**src/hdl/stbt_pkg.sv**
```systemverilog
package stbt_pkg;

  // Widths of the transceiver and the test registers
  localparam int HALF_W = 9;
  localparam int DATA_W = 18;
  localparam int CTRL_PINS = 12;
  localparam int BSR_W = 48;
  localparam int IR_W = 8;
  localparam int CTL_W = 3;
  localparam int ID_W = 32;
  localparam int PIN_W = 51;
  localparam int LEN_W = 6;

  // Boundary cell positions, one cell per pin
  localparam int CELL_A_LSB = 0;
  localparam int CELL_B_LSB = 18;
  localparam int CELL_LE_LSB = 36;
  localparam int CELL_CLK_LSB = 40;
  localparam int CELL_OE_LSB = 44;

  // Positions of the test port pins in the synchronised pin vector
  localparam int PIN_TCK = 48;
  localparam int PIN_TMS = 49;
  localparam int PIN_TDI = 50;

  // Synchroniser reset: enables, mode select and serial input read high
  localparam logic [PIN_W-1:0] PIN_RESET = 51'h6_F000_0000_0000;

  // Instruction opcodes, even parity
  localparam logic [IR_W-1:0] OP_EXTEST = 8'h00;
  localparam logic [IR_W-1:0] OP_BYPASS = 8'hFF;
  localparam logic [IR_W-1:0] OP_SAMPLE = 8'h82;
  localparam logic [IR_W-1:0] OP_IDCODE = 8'h81;
  localparam logic [IR_W-1:0] OP_HIGHZ = 8'h06;
  localparam logic [IR_W-1:0] OP_CLAMP = 8'h84;
  localparam logic [IR_W-1:0] OP_RUNTEST = 8'h09;
  localparam logic [IR_W-1:0] OP_READBACK = 8'h03;
  localparam logic [IR_W-1:0] OP_SCANCTL = 8'h8E;

  // Reset and capture values
  localparam logic [IR_W-1:0] IR_RESET = 8'h81;
  localparam logic [IR_W-1:0] IR_CAPTURE = 8'h81;
  localparam logic [CTL_W-1:0] CTL_RESET = 3'h2;
  localparam logic [3:0] OE_CELL_RESET = 4'hF;

  // Boundary-control test operations
  localparam logic [CTL_W-1:0] CTL_TOGGLE = 3'h1;
  localparam logic [CTL_W-1:0] CTL_SIGNATURE = 3'h2;
  localparam logic [CTL_W-1:0] CTL_SIG_COUNT = 3'h3;
  localparam logic [CTL_W-1:0] CTL_RANDOM = 3'h4;

  // Register lengths in the scan path
  localparam logic [LEN_W-1:0] LEN_BSR = 6'h30;
  localparam logic [LEN_W-1:0] LEN_ID = 6'h20;
  localparam logic [LEN_W-1:0] LEN_CTL = 6'h03;
  localparam logic [LEN_W-1:0] LEN_BYP = 6'h01;

  // Feedback tap of the 18-bit pattern and signature register
  localparam int LFSR_TAP = 10;

  typedef enum logic [3:0] {
    TAP_RESET, TAP_IDLE, TAP_SEL_DR, TAP_CAP_DR, TAP_SHIFT_DR, TAP_EXIT1_DR,
    TAP_PAUSE_DR, TAP_EXIT2_DR, TAP_UPD_DR, TAP_SEL_IR, TAP_CAP_IR, TAP_SHIFT_IR,
    TAP_EXIT1_IR, TAP_PAUSE_IR, TAP_EXIT2_IR, TAP_UPD_IR
  } stbt_tap_state_t;

endpackage

```
**src/hdl/stbt_fifo.sv**
```systemverilog
`timescale 1ns/1ps
module stbt_fifo #(
  parameter int WIDTH = 48,
  parameter int DEPTH = 32
) (
  // Clock and reset
  input wire logic clock,
  input wire logic reset_n,
  // Fill side
  input wire logic in_valid,
  output logic in_ready,
  input wire logic [WIDTH-1:0] in_data,
  // Drain side
  output logic out_valid,
  input wire logic out_ready,
  output logic [WIDTH-1:0] out_data
);
  localparam int AW = $clog2(DEPTH);

  // Depth must be a power of two
  if (DEPTH < 2 || (1 << AW) != DEPTH) begin : g_bad_depth
    $error("stbt_fifo depth must be a power of two of at least 2");
  end

  logic [WIDTH-1:0] mem_r [DEPTH];
  logic [AW:0] wr_ptr_r;
  logic [AW:0] rd_ptr_r;
  wire push = in_valid & in_ready;
  wire pop = out_valid & out_ready;

  // Full when pointers differ only in the wrap bit
  assign in_ready = ~((wr_ptr_r[AW] != rd_ptr_r[AW]) && (wr_ptr_r[AW-1:0] == rd_ptr_r[AW-1:0]));
  assign out_valid = wr_ptr_r != rd_ptr_r;
  assign out_data = mem_r[rd_ptr_r[AW-1:0]];

  // Storage
  always_ff @(posedge clock) begin
    if (push) begin
      mem_r[wr_ptr_r[AW-1:0]] <= in_data;
    end
  end

  // Pointers
  always_ff @(posedge clock) begin
    if (!reset_n) begin
      wr_ptr_r <= '0;
      rd_ptr_r <= '0;
    end else begin
      if (push) wr_ptr_r <= wr_ptr_r + 1'b1;
      if (pop) rd_ptr_r <= rd_ptr_r + 1'b1;
    end
  end
endmodule // stbt_fifo

```
**src/hdl/stbt_core.sv**
```systemverilog
// Operation
// - A-to-B latch enable high: B follows A transparently.
// - Latch enable low, clock steady: B holds the stored A value.
// - Latch enable low: A stored on each rising A-to-B clock edge.
// - Active-low A-to-B enable drives B outputs; high leaves them undriven.
// - B-to-A path mirrors A-to-B with its own controls.
// - Two independent 9-bit halves, usable together as 18 bits.
// - Test port activity in normal mode leaves data paths untouched.
// - Test mode suppresses normal paths; boundary cells control all pins.
// - Test inputs sampled on rising test clock; outputs change on falling. Run-test steps in idle change driven pins on rising.
// - Test controller state advances only by the mode select level.
// - Serial input feeds selected register; serial output shows its outgoing bit.
// - Unconnected mode select, serial input and output enables read high.
// - Eight-bit instruction register loaded through the instruction scan path.
// - Boundary 48, control 3, bypass 1 and identification 32-bit registers.
// - Exactly one boundary cell per pin.
// - Signature compression of inputs, pseudo-random patterns on outputs; random operation 100 holds the input cells, no signature.
// - Signature compression combined with binary up-count on outputs.
// - Mandatory instructions plus clamp and high-impedance instructions.
// - Normal mode supports pin snapshots and boundary cell self test.
// - Test-logic reset loads instruction 10000001, selecting identification.
// - Test-logic reset loads boundary-control value 010, signature operation.
// - Test-logic reset sets the four output-enable cells to one.
// - Instruction capture loads fixed pattern 10000001.
`timescale 1ns/1ps
module stbt_core #(
  parameter logic [stbt_pkg::ID_W-1:0] ID_VALUE = 32'h0A5A_0001, // Arbitrary identification value
  parameter int SNAP_DEPTH = 32
) (
  // Clock and reset
  input wire logic clock,
  input wire logic reset_n,
  // A bus
  input wire logic [stbt_pkg::DATA_W-1:0] port_a_in,
  output logic [stbt_pkg::DATA_W-1:0] port_a_out,
  output logic [1:0] port_a_oe,
  // B bus
  input wire logic [stbt_pkg::DATA_W-1:0] port_b_in,
  output logic [stbt_pkg::DATA_W-1:0] port_b_out,
  output logic [1:0] port_b_oe,
  // Direction controls, one bit per half
  input wire logic [1:0] a_to_b_output_enable_n,
  input wire logic [1:0] b_to_a_output_enable_n,
  input wire logic [1:0] a_to_b_latch_enable,
  input wire logic [1:0] b_to_a_latch_enable,
  input wire logic [1:0] a_to_b_clock,
  input wire logic [1:0] b_to_a_clock,
  // Test access port
  input wire logic test_clock,
  input wire logic test_mode_select,
  input wire logic test_data_in,
  output logic test_data_out,
  output logic test_data_out_oe,
  // Pin snapshot stream
  output logic snap_valid,
  input wire logic snap_ready,
  output logic [stbt_pkg::BSR_W-1:0] snap_data,
  output logic snap_room,
  // Status
  output logic test_mode
);
  import stbt_pkg::*;

  if (ID_VALUE[0] != 1'b1) begin : g_bad_id
    $error("stbt_core identification value must end in one");
  end

  // Pin synchronisers
  logic [PIN_W-1:0] pin_meta_r;
  logic [PIN_W-1:0] pin_sync_r;
  logic tck_prev_r;
  wire [3:0] oe_raw = {a_to_b_output_enable_n[0], b_to_a_output_enable_n[0],
                       a_to_b_output_enable_n[1], b_to_a_output_enable_n[1]};
  wire [3:0] clk_raw = {a_to_b_clock[0], b_to_a_clock[0], a_to_b_clock[1], b_to_a_clock[1]};
  wire [3:0] le_raw = {a_to_b_latch_enable[0], b_to_a_latch_enable[0],
                       a_to_b_latch_enable[1], b_to_a_latch_enable[1]};
  wire [PIN_W-1:0] pin_raw = {test_data_in, test_mode_select, test_clock, oe_raw, clk_raw, le_raw,
                              port_b_in, port_a_in};

  // Two flops per pin; idle level of floating inputs is high
  always_ff @(posedge clock) begin
    if (!reset_n) begin
      pin_meta_r <= PIN_RESET;
      pin_sync_r <= PIN_RESET;
      tck_prev_r <= 1'b0;
    end else begin
      pin_meta_r <= pin_raw;
      pin_sync_r <= pin_meta_r;
      tck_prev_r <= pin_sync_r[PIN_TCK];
    end
  end

  // Test clock edges and sampled test inputs
  wire tck_rise = pin_sync_r[PIN_TCK] & ~tck_prev_r;
  wire tck_fall = ~pin_sync_r[PIN_TCK] & tck_prev_r;
  wire tms = pin_sync_r[PIN_TMS];
  wire tdi = pin_sync_r[PIN_TDI];
  wire [BSR_W-1:0] pins_now = pin_sync_r[BSR_W-1:0];

  // Test controller
  stbt_tap_state_t tap_r;
  stbt_tap_state_t tap_nxt;

  // Next state from the mode select level alone
  always_comb begin
    case (tap_r)
      TAP_RESET: tap_nxt = tms ? TAP_RESET : TAP_IDLE;
      TAP_IDLE: tap_nxt = tms ? TAP_SEL_DR : TAP_IDLE;
      TAP_SEL_DR: tap_nxt = tms ? TAP_SEL_IR : TAP_CAP_DR;
      TAP_CAP_DR: tap_nxt = tms ? TAP_EXIT1_DR : TAP_SHIFT_DR;
      TAP_SHIFT_DR: tap_nxt = tms ? TAP_EXIT1_DR : TAP_SHIFT_DR;
      TAP_EXIT1_DR: tap_nxt = tms ? TAP_UPD_DR : TAP_PAUSE_DR;
      TAP_PAUSE_DR: tap_nxt = tms ? TAP_EXIT2_DR : TAP_PAUSE_DR;
      TAP_EXIT2_DR: tap_nxt = tms ? TAP_UPD_DR : TAP_SHIFT_DR;
      TAP_UPD_DR: tap_nxt = tms ? TAP_SEL_DR : TAP_IDLE;
      TAP_SEL_IR: tap_nxt = tms ? TAP_RESET : TAP_CAP_IR;
      TAP_CAP_IR: tap_nxt = tms ? TAP_EXIT1_IR : TAP_SHIFT_IR;
      TAP_SHIFT_IR: tap_nxt = tms ? TAP_EXIT1_IR : TAP_SHIFT_IR;
      TAP_EXIT1_IR: tap_nxt = tms ? TAP_UPD_IR : TAP_PAUSE_IR;
      TAP_PAUSE_IR: tap_nxt = tms ? TAP_EXIT2_IR : TAP_PAUSE_IR;
      TAP_EXIT2_IR: tap_nxt = tms ? TAP_UPD_IR : TAP_SHIFT_IR;
      TAP_UPD_IR: tap_nxt = tms ? TAP_SEL_DR : TAP_IDLE;
      default: tap_nxt = TAP_RESET;
    endcase
  end

  // State register, advanced on rising test clock
  always_ff @(posedge clock) begin
    if (!reset_n) begin
      tap_r <= TAP_RESET;
    end else if (tck_rise) begin
      tap_r <= tap_nxt;
    end
  end

  // Instruction decode
  logic [IR_W-1:0] ir_r;
  logic [IR_W-1:0] ir_shift_r;
  logic [CTL_W-1:0] ctl_r;
  logic [BSR_W-1:0] bsr_upd_r;
  logic [BSR_W-1:0] dr_shift_r;
  wire is_extest = ir_r == OP_EXTEST;
  wire is_sample = ir_r == OP_SAMPLE;
  wire is_idcode = ir_r == OP_IDCODE;
  wire is_highz = ir_r == OP_HIGHZ;
  wire is_clamp = ir_r == OP_CLAMP;
  wire is_runtest = ir_r == OP_RUNTEST;
  wire is_readback = ir_r == OP_READBACK;
  wire is_scanctl = ir_r == OP_SCANCTL;
  wire sel_bsr = is_extest | is_sample | is_runtest | is_readback;
  wire sel_ctl = is_scanctl;
  wire sel_id = is_idcode;
  // Unknown opcodes fall back to the bypass register
  wire sel_byp = ~(sel_bsr | sel_ctl | sel_id);
  assign test_mode = is_extest | is_highz | is_clamp | is_runtest;

  // Scan length of the selected data register
  wire [LEN_W-1:0] dr_len = sel_bsr ? LEN_BSR : (sel_id ? LEN_ID : (sel_ctl ? LEN_CTL : LEN_BYP));

  // Capture sources: pins for snapshot, cell latches for self test
  wire [BSR_W-1:0] cap_bsr = (is_readback | is_runtest) ? bsr_upd_r : pins_now;
  wire [BSR_W-1:0] dr_capture = sel_bsr ? cap_bsr :
                                sel_id ? {{(BSR_W-ID_W){1'b0}}, ID_VALUE} :
                                sel_ctl ? {{(BSR_W-CTL_W){1'b0}}, ctl_r} : {BSR_W{1'b0}};

  // Variable-length shift, serial input enters at the selected length
  logic [BSR_W-1:0] dr_shift_nxt;
  for (genvar i = 0; i < BSR_W; i++) begin : g_shift
    localparam logic [LEN_W-1:0] POS = LEN_W'(i + 1);
    if (i == BSR_W - 1) begin : g_top
      assign dr_shift_nxt[i] = (POS == dr_len) ? tdi : 1'b0;
    end else begin : g_mid
      assign dr_shift_nxt[i] = (POS == dr_len) ? tdi : ((POS < dr_len) ? dr_shift_r[i+1] : 1'b0);
    end
  end

  // Capture and shift on rising edges
  wire cap_dr = tck_rise && tap_r == TAP_CAP_DR;
  wire cap_ir = tck_rise && tap_r == TAP_CAP_IR;
  wire shift_dr = tck_rise && tap_r == TAP_SHIFT_DR;
  wire shift_ir = tck_rise && tap_r == TAP_SHIFT_IR;
  wire upd_dr = tck_fall && tap_r == TAP_UPD_DR;
  wire upd_ir = tck_fall && tap_r == TAP_UPD_IR;
  wire in_reset = tap_r == TAP_RESET;

  // Data shift register
  always_ff @(posedge clock) begin
    if (!reset_n) begin
      dr_shift_r <= '0;
    end else if (cap_dr) begin
      dr_shift_r <= dr_capture;
    end else if (shift_dr) begin
      dr_shift_r <= dr_shift_nxt;
    end
  end

  // Instruction shift register
  always_ff @(posedge clock) begin
    if (!reset_n) begin
      ir_shift_r <= IR_CAPTURE;
    end else if (cap_ir) begin
      ir_shift_r <= IR_CAPTURE;
    end else if (shift_ir) begin
      ir_shift_r <= {tdi, ir_shift_r[IR_W-1:1]};
    end
  end

  // Instruction and control registers, updated on falling edges
  always_ff @(posedge clock) begin
    if (!reset_n || in_reset) begin
      ir_r <= IR_RESET;
      ctl_r <= CTL_RESET;
    end else begin
      if (upd_ir) ir_r <= ir_shift_r;
      if (upd_dr && sel_ctl) ctl_r <= dr_shift_r[CTL_W-1:0];
    end
  end

  // Which side holds the observed inputs during test operations
  wire ab_dir = ~bsr_upd_r[CELL_OE_LSB+3];
  wire [DATA_W-1:0] obs_cells = ab_dir ? bsr_upd_r[CELL_A_LSB +: DATA_W] : bsr_upd_r[CELL_B_LSB +: DATA_W];
  wire [DATA_W-1:0] drv_cells = ab_dir ? bsr_upd_r[CELL_B_LSB +: DATA_W] : bsr_upd_r[CELL_A_LSB +: DATA_W];
  wire [DATA_W-1:0] obs_pins = ab_dir ? pins_now[CELL_A_LSB +: DATA_W] : pins_now[CELL_B_LSB +: DATA_W];

  // Signature, pattern and count steps
  wire [DATA_W-1:0] sig_step = {obs_cells[DATA_W-2:0], obs_cells[DATA_W-1] ^ obs_cells[LFSR_TAP]} ^ obs_pins;
  wire [DATA_W-1:0] random_pattern_generation_step = {drv_cells[DATA_W-2:0], ~(drv_cells[DATA_W-1] ^ drv_cells[LFSR_TAP])};
  wire [DATA_W-1:0] count_step = drv_cells + 1'b1;
  logic [DATA_W-1:0] obs_nxt;
  logic [DATA_W-1:0] drv_nxt;

  // Boundary-control operation select
  always_comb begin
    case (ctl_r)
      CTL_TOGGLE: begin
        obs_nxt = obs_pins;
        drv_nxt = ~drv_cells;
      end
      CTL_SIGNATURE: begin
        obs_nxt = sig_step;
        drv_nxt = drv_cells;
      end
      CTL_SIG_COUNT: begin
        obs_nxt = sig_step;
        drv_nxt = count_step;
      end
      CTL_RANDOM: begin
        obs_nxt = obs_cells;
        drv_nxt = random_pattern_generation_step;
      end
      default: begin
        obs_nxt = obs_cells;
        drv_nxt = drv_cells;
      end
    endcase
  end

  wire run_step = tck_rise && is_runtest && tap_r == TAP_IDLE;
  wire [BSR_W-1:0] bsr_run = ab_dir ? {bsr_upd_r[BSR_W-1:CELL_LE_LSB], drv_nxt, obs_nxt}
                                    : {bsr_upd_r[BSR_W-1:CELL_LE_LSB], obs_nxt, drv_nxt};

  // Boundary cell latches, one cell per pin
  always_ff @(posedge clock) begin
    if (!reset_n) begin
      bsr_upd_r <= {OE_CELL_RESET, {(BSR_W-4){1'b0}}};
    end else if (in_reset) begin
      bsr_upd_r[BSR_W-1:CELL_OE_LSB] <= OE_CELL_RESET;
    end else if (upd_dr && (is_extest || is_sample)) begin
      bsr_upd_r <= dr_shift_r;
    end else if (run_step) begin
      bsr_upd_r <= bsr_run;
    end
  end

  // Serial output, changed on falling edges only
  wire in_shift = tap_r == TAP_SHIFT_DR || tap_r == TAP_SHIFT_IR;
  always_ff @(posedge clock) begin
    if (!reset_n) begin
      test_data_out <= 1'b0;
      test_data_out_oe <= 1'b0;
    end else if (tck_fall) begin
      test_data_out <= (tap_r == TAP_SHIFT_IR) ? ir_shift_r[0] : dr_shift_r[0];
      test_data_out_oe <= in_shift;
    end
  end

  // Normal transceiver storage, per half and direction
  logic [DATA_W-1:0] store_ab_r;
  logic [DATA_W-1:0] store_ba_r;
  logic [3:0] clk_prev_r;
  logic [1:0] oe_ab_norm;
  logic [1:0] oe_ba_norm;
  wire [3:0] clk_now = pins_now[CELL_CLK_LSB +: 4];
  wire [3:0] le_now = pins_now[CELL_LE_LSB +: 4];
  wire [3:0] clk_rise = clk_now & ~clk_prev_r;

  always_ff @(posedge clock) begin
    if (!reset_n) begin
      clk_prev_r <= '0;
    end else begin
      clk_prev_r <= clk_now;
    end
  end

  for (genvar h = 0; h < 2; h++) begin : g_half
    localparam int IAB = 3 - 2 * h;
    localparam int IBA = 2 - 2 * h;
    wire ab_load = le_now[IAB] | clk_rise[IAB];
    wire ba_load = le_now[IBA] | clk_rise[IBA];

    // Transparent or edge-stored, else hold
    always_ff @(posedge clock) begin
      if (!reset_n) begin
        store_ab_r[h*HALF_W +: HALF_W] <= '0;
        store_ba_r[h*HALF_W +: HALF_W] <= '0;
      end else begin
        if (ab_load) store_ab_r[h*HALF_W +: HALF_W] <= pins_now[CELL_A_LSB + h*HALF_W +: HALF_W];
        if (ba_load) store_ba_r[h*HALF_W +: HALF_W] <= pins_now[CELL_B_LSB + h*HALF_W +: HALF_W];
      end
    end

    // Active-low enables per half
    assign oe_ab_norm[h] = ~pins_now[CELL_OE_LSB + IAB];
    assign oe_ba_norm[h] = ~pins_now[CELL_OE_LSB + IBA];
  end

  // Test mode drives from cell latches; normal mode ignores the test logic
  wire [1:0] oe_ab_test = {~bsr_upd_r[CELL_OE_LSB+1], ~bsr_upd_r[CELL_OE_LSB+3]} & {2{~is_highz}};
  wire [1:0] oe_ba_test = {~bsr_upd_r[CELL_OE_LSB], ~bsr_upd_r[CELL_OE_LSB+2]} & {2{~is_highz}};
  wire [DATA_W-1:0] b_out_nxt = test_mode ? bsr_upd_r[CELL_B_LSB +: DATA_W] : store_ab_r;
  wire [DATA_W-1:0] a_out_nxt = test_mode ? bsr_upd_r[CELL_A_LSB +: DATA_W] : store_ba_r;
  wire [1:0] b_oe_nxt = test_mode ? oe_ab_test : oe_ab_norm;
  wire [1:0] a_oe_nxt = test_mode ? oe_ba_test : oe_ba_norm;

  // Pin drivers
  always_ff @(posedge clock) begin
    if (!reset_n) begin
      port_a_out <= '0;
      port_b_out <= '0;
      port_a_oe <= '0;
      port_b_oe <= '0;
    end else begin
      port_a_out <= a_out_nxt;
      port_b_out <= b_out_nxt;
      port_a_oe <= a_oe_nxt;
      port_b_oe <= b_oe_nxt;
    end
  end

  // Pin snapshots taken by the sample instruction leave through the buffer
  wire snap_push = cap_dr & is_sample;

  stbt_fifo #(
    .WIDTH(BSR_W),
    .DEPTH(SNAP_DEPTH)
  ) u_snap_fifo (
    .clock(clock),
    .reset_n(reset_n),
    .in_valid(snap_push),
    .in_ready(snap_room),
    .in_data(pins_now),
    .out_valid(snap_valid),
    .out_ready(snap_ready),
    .out_data(snap_data)
  );
endmodule // stbt_core

```
**config.mk**
```make
export PLATFORM = sky130hd
export DESIGN_NAME = stbt_core
export DESIGN_NICKNAME = d
export VERILOG_FILES = /design/src/hdl/stbt_pkg.sv /design/src/hdl/stbt_fifo.sv /design/src/hdl/stbt_core.sv
export SDC_FILE = /design/constraint.sdc
export NUM_CORES = 2
export LEC_CHECK = 0
export BUFFER_PORTS_ARGS = -buffer_cell sky130_fd_sc_hd__buf_2
export CAP_MARGIN = 20
export CORE_MARGIN = 2
export CORE_UTILIZATION = 30
export CTS_BUF_LIST = sky130_fd_sc_hd__clkbuf_4
export CTS_CLUSTER_DIAMETER = 120
export DETAILED_ROUTE_END_ITERATION = 6
export SETUP_SLACK_MARGIN = 0.3
export SYNTH_ARGS = -nofsm -noshare
export SYNTH_HDL_FRONTEND = slang
export SYNTH_SLANG_ARGS = --single-unit
```
**constraint.sdc**
```tcl
create_clock -name clock -period 5.92 [get_ports clock]
set_input_delay 0 -clock clock [delete_from_list [all_inputs] [get_ports clock]]
set_output_delay 0 -clock clock [all_outputs]
set_load 0.02 [all_outputs]
```
Word level (Yosys, flattened, before mapping)
Memories as Yosys holds them, arrays and structs flattened. A register that Yosys moved wholly into a read port is not among the register bits.
Index checks and enable logic that the tools add are counted.

word-level totals
  memories = 1
  bits in registers = 316
  logic and storage cells = 353
  RAM bits = 1536
  input port bits = 54
  output and inout port bits = 93

cells by class
  equality and inequality tests = 77
  order comparisons = 47
  bitwise logic cells = 39
  muxes and demuxes = 134
  $add $sub $neg = 3
  reduce and logical (&&, ||, !) cells = 27

memory list
  name               depth  width  read ports  clocked after memory_dff  wr ports  line             text
  u_snap_fifo.mem_r  32     48     1           1                         1         stbt_fifo.sv:25  logic [WIDTH-1:0] mem_r [DEPTH];

operators by type and width
  kind                   number
  $mux 48                7
  $eq 6x6->1 const A     17
  $mux 1                 101
  $eq 5x6->1 const A     16
  $lt 5x6->1 const A     16
  $lt 6x6->1 const A     16
  $mux 18                5
  $pmux 18 s3            1
  $eq 4x6->1 const A     8
  $lt 4x6->1 const A     8
  $pmux 4 s12            1
  $pmux 18 s2            1
  $eq 4x4->1 const B     8
  $eq 8x8->1 const B     4
  $mux 28                1
  $eq 3x6->1 const A     4
  $lt 3x6->1 const A     4
  $add 18x1->18 const B  1
  $not 18->18            1
  $xor 18x18->18         1
  $eq 4x3->1 const B     4
  $mux 4                 4
  $not 1->1              15
  $add 6x1->6 const B    2
  other kinds (34)       81

Longest topological paths before layout
  depth in word-level cells = 10
  gate-level depth with buffers = 12
  mapped depth without buffers = 9

Hierarchy
From an unflattened synthesis, not the netlist that was laid out.

unflattened totals
  cells, all modules = 5130
  area, all modules = 75118.3 um^2

by module, submodules not included
  module     cells each  area each (um^2)  times used  sequential area each (um^2)
  stbt_fifo  3402        60266.6           1           46464.6
  stbt_core  1728        14851.7           1           6085.8

Worst setup path after synthesis
Ideal clock, no wire load.

  path kind = register to register
  start point = register tap_r[3]
  end point = memory u_snap_fifo.mem_r[28][0], enable pin
  data required time = 5466 ps
  clock period less this slack = 4183 ps
  setup time = 454 ps
  cell stages (with the launch flop) = 10
  slack = 1737 ps
  data arrival time = 3730 ps
  path buffers = 3
  cells stage by stage = dfxtp_1 buf_2 nor4bb_1 buf_2 nand2_4 nor3_4 and2_1 clkbuf_1 nand2_1 nor2_1

on the way
  word-level cells in the longest chain between the ends = 6

ends and longest elaborated chain
  what                          line              text
  start: declaration            stbt_core.sv:101  stbt_tap_state_t tap_r;
  start signal: assignment      stbt_core.sv:132  tap_r <= tap_nxt;
  $eq 4x2->1                    stbt_core.sv:178  wire cap_dr = tck_rise && tap_r == TAP_CAP_DR;
  $logic_and 1x1->1             stbt_core.sv:178
  $and 1x1->1                   stbt_core.sv:351  wire snap_push = cap_dr & is_sample;
  $and 1x1->1                   stbt_fifo.sv:28   wire push = in_valid & in_ready;
  $mux 1                        stbt_fifo.sv:38   if (push) begin
  $mux 1 (not written as such)  stbt_fifo.sv:39   mem_r[wr_ptr_r[AW-1:0]] <= in_data;
  end: declaration              stbt_fifo.sv:25

No other way between the ends.

==> reports/results.txt <==
Outcome = finished, final reports clean
DRT Pass-1 Iters = 5
CP max stage delay = 0.85 ns
Final setup fails = 0
Layout cell share with drive strength beyond 1 = 32.7%
Yosys cell types = 83
Synth top area share = 62.6%
Fill cell count = 22,900
Drc violations = 0
Post-synth ARST share = 0%
Hold_ws = 0.330 ns
Least-Margin Pin Slew = 1.19 ns
I/O pin cnt = 147
CTS Buf Count = 450
Max clock buf depth = 4
Area contributors post-synth = edfxtp_1 63%, mux4_2 15%, dfxtp_1 8.7%, mux2_2 1.5%, mux2i_1 1.3%
Sequential cell area fraction in the yosys report = 71.4%
Post-Syn Nets = 4,099
Part of the cycle the worst path needs = 78.5%
MaxCap Viol Count = 0
Wire length per cell = 24.9 um
TritonCTS clock tree = done
Post-CTS sizing = 0
Slew Viols, Final = 0
Slowest-stage cell, CP = dfxtp_4
Hold Violations, Final = 0
Aggregate global routing overflow = 0
CTS H-tree lvls = 5
Post-DRT Antenna Nets = 0
Dominant cell type by area after synthesis = edfxtp_1
Tightest Hold Check Type = in2reg
Worst skew pair latency = 1.42 ns
Crit path DAT = 4.65 ns
Clk_skew = 0.179 ns
Vert. Die Dim = 499 um
Synthesized area per cell = 18.2 um2
Antenna violations before repair = 21
Most common cell on crit path = mux4_2
Cell area after synthesis = 73,600 um2
CTS sink count = 1,857
First-pass GRT wire length = 294 mm
Leak = 30.8 nW
CP cell instances = buf_12 > mux4_2 > mux4_2 > mux2_2 > buf_2
Starting Density = 30.2%
RSZ-0062 raised after global routing = false
Largest net degree at the start of global routing = 110
Area Overhead vs Synth = 16.7%
Achievable Freq = 215 MHz
NumNets Final = 4,699
GPL Wtd Cong = 0.885
Crit path capture type = primary output
Overall via count from detail_route = 42,000
TNS Setup = 0 ns
DRT iter0 DRCs = 4,808
Startpoint Class = flip-flop
CP Max Fanout = 60
Post-DP HPWL = 122 mm
Vias in the first global route = 42,300
Gr usage total = 16.0%
Clock Root Buffer = clkbuf_4
Die W = 499 um
WL final = 203 mm
Post-synth EDFFs = 1,536
Crit path kind = reg2out
Die ar. = 249,000 um2
Pwr dens = 291 nW/um2
Placeable Area = 244,000 um2
Vias/cell = 5.14
Relative slew slack = 20.8%
Tmin final = 4.65 ns
Buffers on Ports = 146
Yosys warning total = 0
Critical Path RT = 5.92 ns
# rows = 181
Worst VDD drop = 0.174 mV
Reg clk slew, reported paths = 0.07 ns
Dominant synthesized flop cell = edfxtp_1
Flops & latches, synth = 1,857
Synth Instances = 4,039
[layout make-up]
| class | instances | area, um2 | share of cell area, % |
|---|---|---|---|
| inverters | 17 | 66.3 | 0.0772 |
| diodes | 15 | 37.5 | 0.0437 |
| multi-input cells | 1885 | 20100 | 23.3 |
| clock inverters | 102 | 559 | 0.651 |
| clock buffers | 666 | 5000 | 5.82 |
| repair buffers | 428 | 3580 | 4.17 |
| flip-flops and latches | 1857 | 52600 | 61.2 |
| well taps | 3202 | 4010 | 4.66 |
[path summary, 6_finish.rpt]
check / from / to / slack, ns / cells after the start
hold reg to reg: pin_meta_r[46] / pin_sync_r[46] / 0.42 / 1
hold / removal: reset_n / bsr_upd_r[35] / 0.33 / 6
setup reg to reg: tap_r[1] / u_snap_fifo.mem_r[25][10] / 1.65 / 8
setup / recovery: flip-flop / snap_data[26] / 1.27 / 5
[where the power goes]
group          internal [mW]  switching (mW)
Clock                   5.36            5.04
Combinational          0.150           0.224
Sequential              14.1          0.0998
[cells in the final DEF (no fill, tap or decap), types with 32 or more instances in the layout]
cell type,n
dlygate4sd3_1,158
clkbuf_4,666
clkinv_1,84
a21oi_1,132
and2_1,109
o21ai_0,106
dfxtp_1,290
edfxtp_1,1536
buf_4,100
mux2_2,98
nor2_1,139
buf_2,145
nand2_1,215
nand3_1,37
mux2i_1,98
mux4_2,480
nor2_4,32
[synth_stat cells (all sizes together) (26+ instances only)]
library cell  instances
xor2                 28
and2                109
a221oi               26
nand3                37
o22ai                30
mux2                 98
nor3                 29
mux2i                98
clkbuf              161
nor2                172
mux4                480
a21oi               132
nand2b               28
edfxtp             1536
buf                 119
dfxtp               321
nand2               216
o21ai               107
[what timing repair did]
action                                  in CTS  in global routing
endpoints found under the hold margin      238                  0
endpoints found under the setup margin       0                  0
setup buffers                                0                  0
hold buffers                               159                  0
[flip-flops by register name (all words and copies together), names as in the netlist, 8 cells and up, named ones only]
name	cells
u_snap_fifo.mem_r	1536
pin_meta_r	51
pin_sync_r	51
bsr_upd_r	48
dr_shift_r	48
port_a_out	18
port_b_out	18
store_ab_r	18
store_ba_r	18
ir_r	8
ir_shift_r	8
[logic make-up after synthesis]
kind of cell	synth area share (%)
multiplexers	17.5
adder cells (fa/ha/maj)	0.102
AND/OR/NAND/NOR	4.64
buffers and inverters	1.77
flip-flops	71.4
XOR/XNOR	0.554
AO/OA/AOI/OAI	4.07
[stage by stage]
step           total power [mW]  instances  worst slack (ns)  instance area (um2)  utilization, %
2_1_floorplan              14.6       4039              1.74                73600               -
3_3_place_gp               14.8       7226              1.61                78600            32.3
3_5_place_dp               14.8       7227              1.63                78700            32.3
4_1_cts                    25.2       8154              1.08                85800            35.2
5_1_grt                    25.9       8167             0.994                85900            35.3
6_report                   25.0       8172              1.27                85900            35.3
[layer usage]
| metal | track usage, % | share of wire [%] | vias to the layer above | wire [um] |
|---|---|---|---|---|
| met5 | 0 | 0.0064 | - | 13 |
| met2 | 23.9 | 45 | 2113 | 91700 |
| met1 | 23.1 | 44 | 21800 | 89800 |
| met3 | 3.75 | 8.8 | 300 | 17800 |
| met4 | 4.67 | 2.0 | 2 | 4130 |
| li1 | - | - | 17800 | - |
[worst max-delay path: cells and delay by family, from the launching register on]
| family | cells | cell delay [ns] |
|---|---|---|
| buffers and inverters | 2 | 0.71 |
| flip-flops | 1 | 0.85 |
| multiplexers | 3 | 1.63 |
Note: power is estimated with default switching activity, not from simulation.
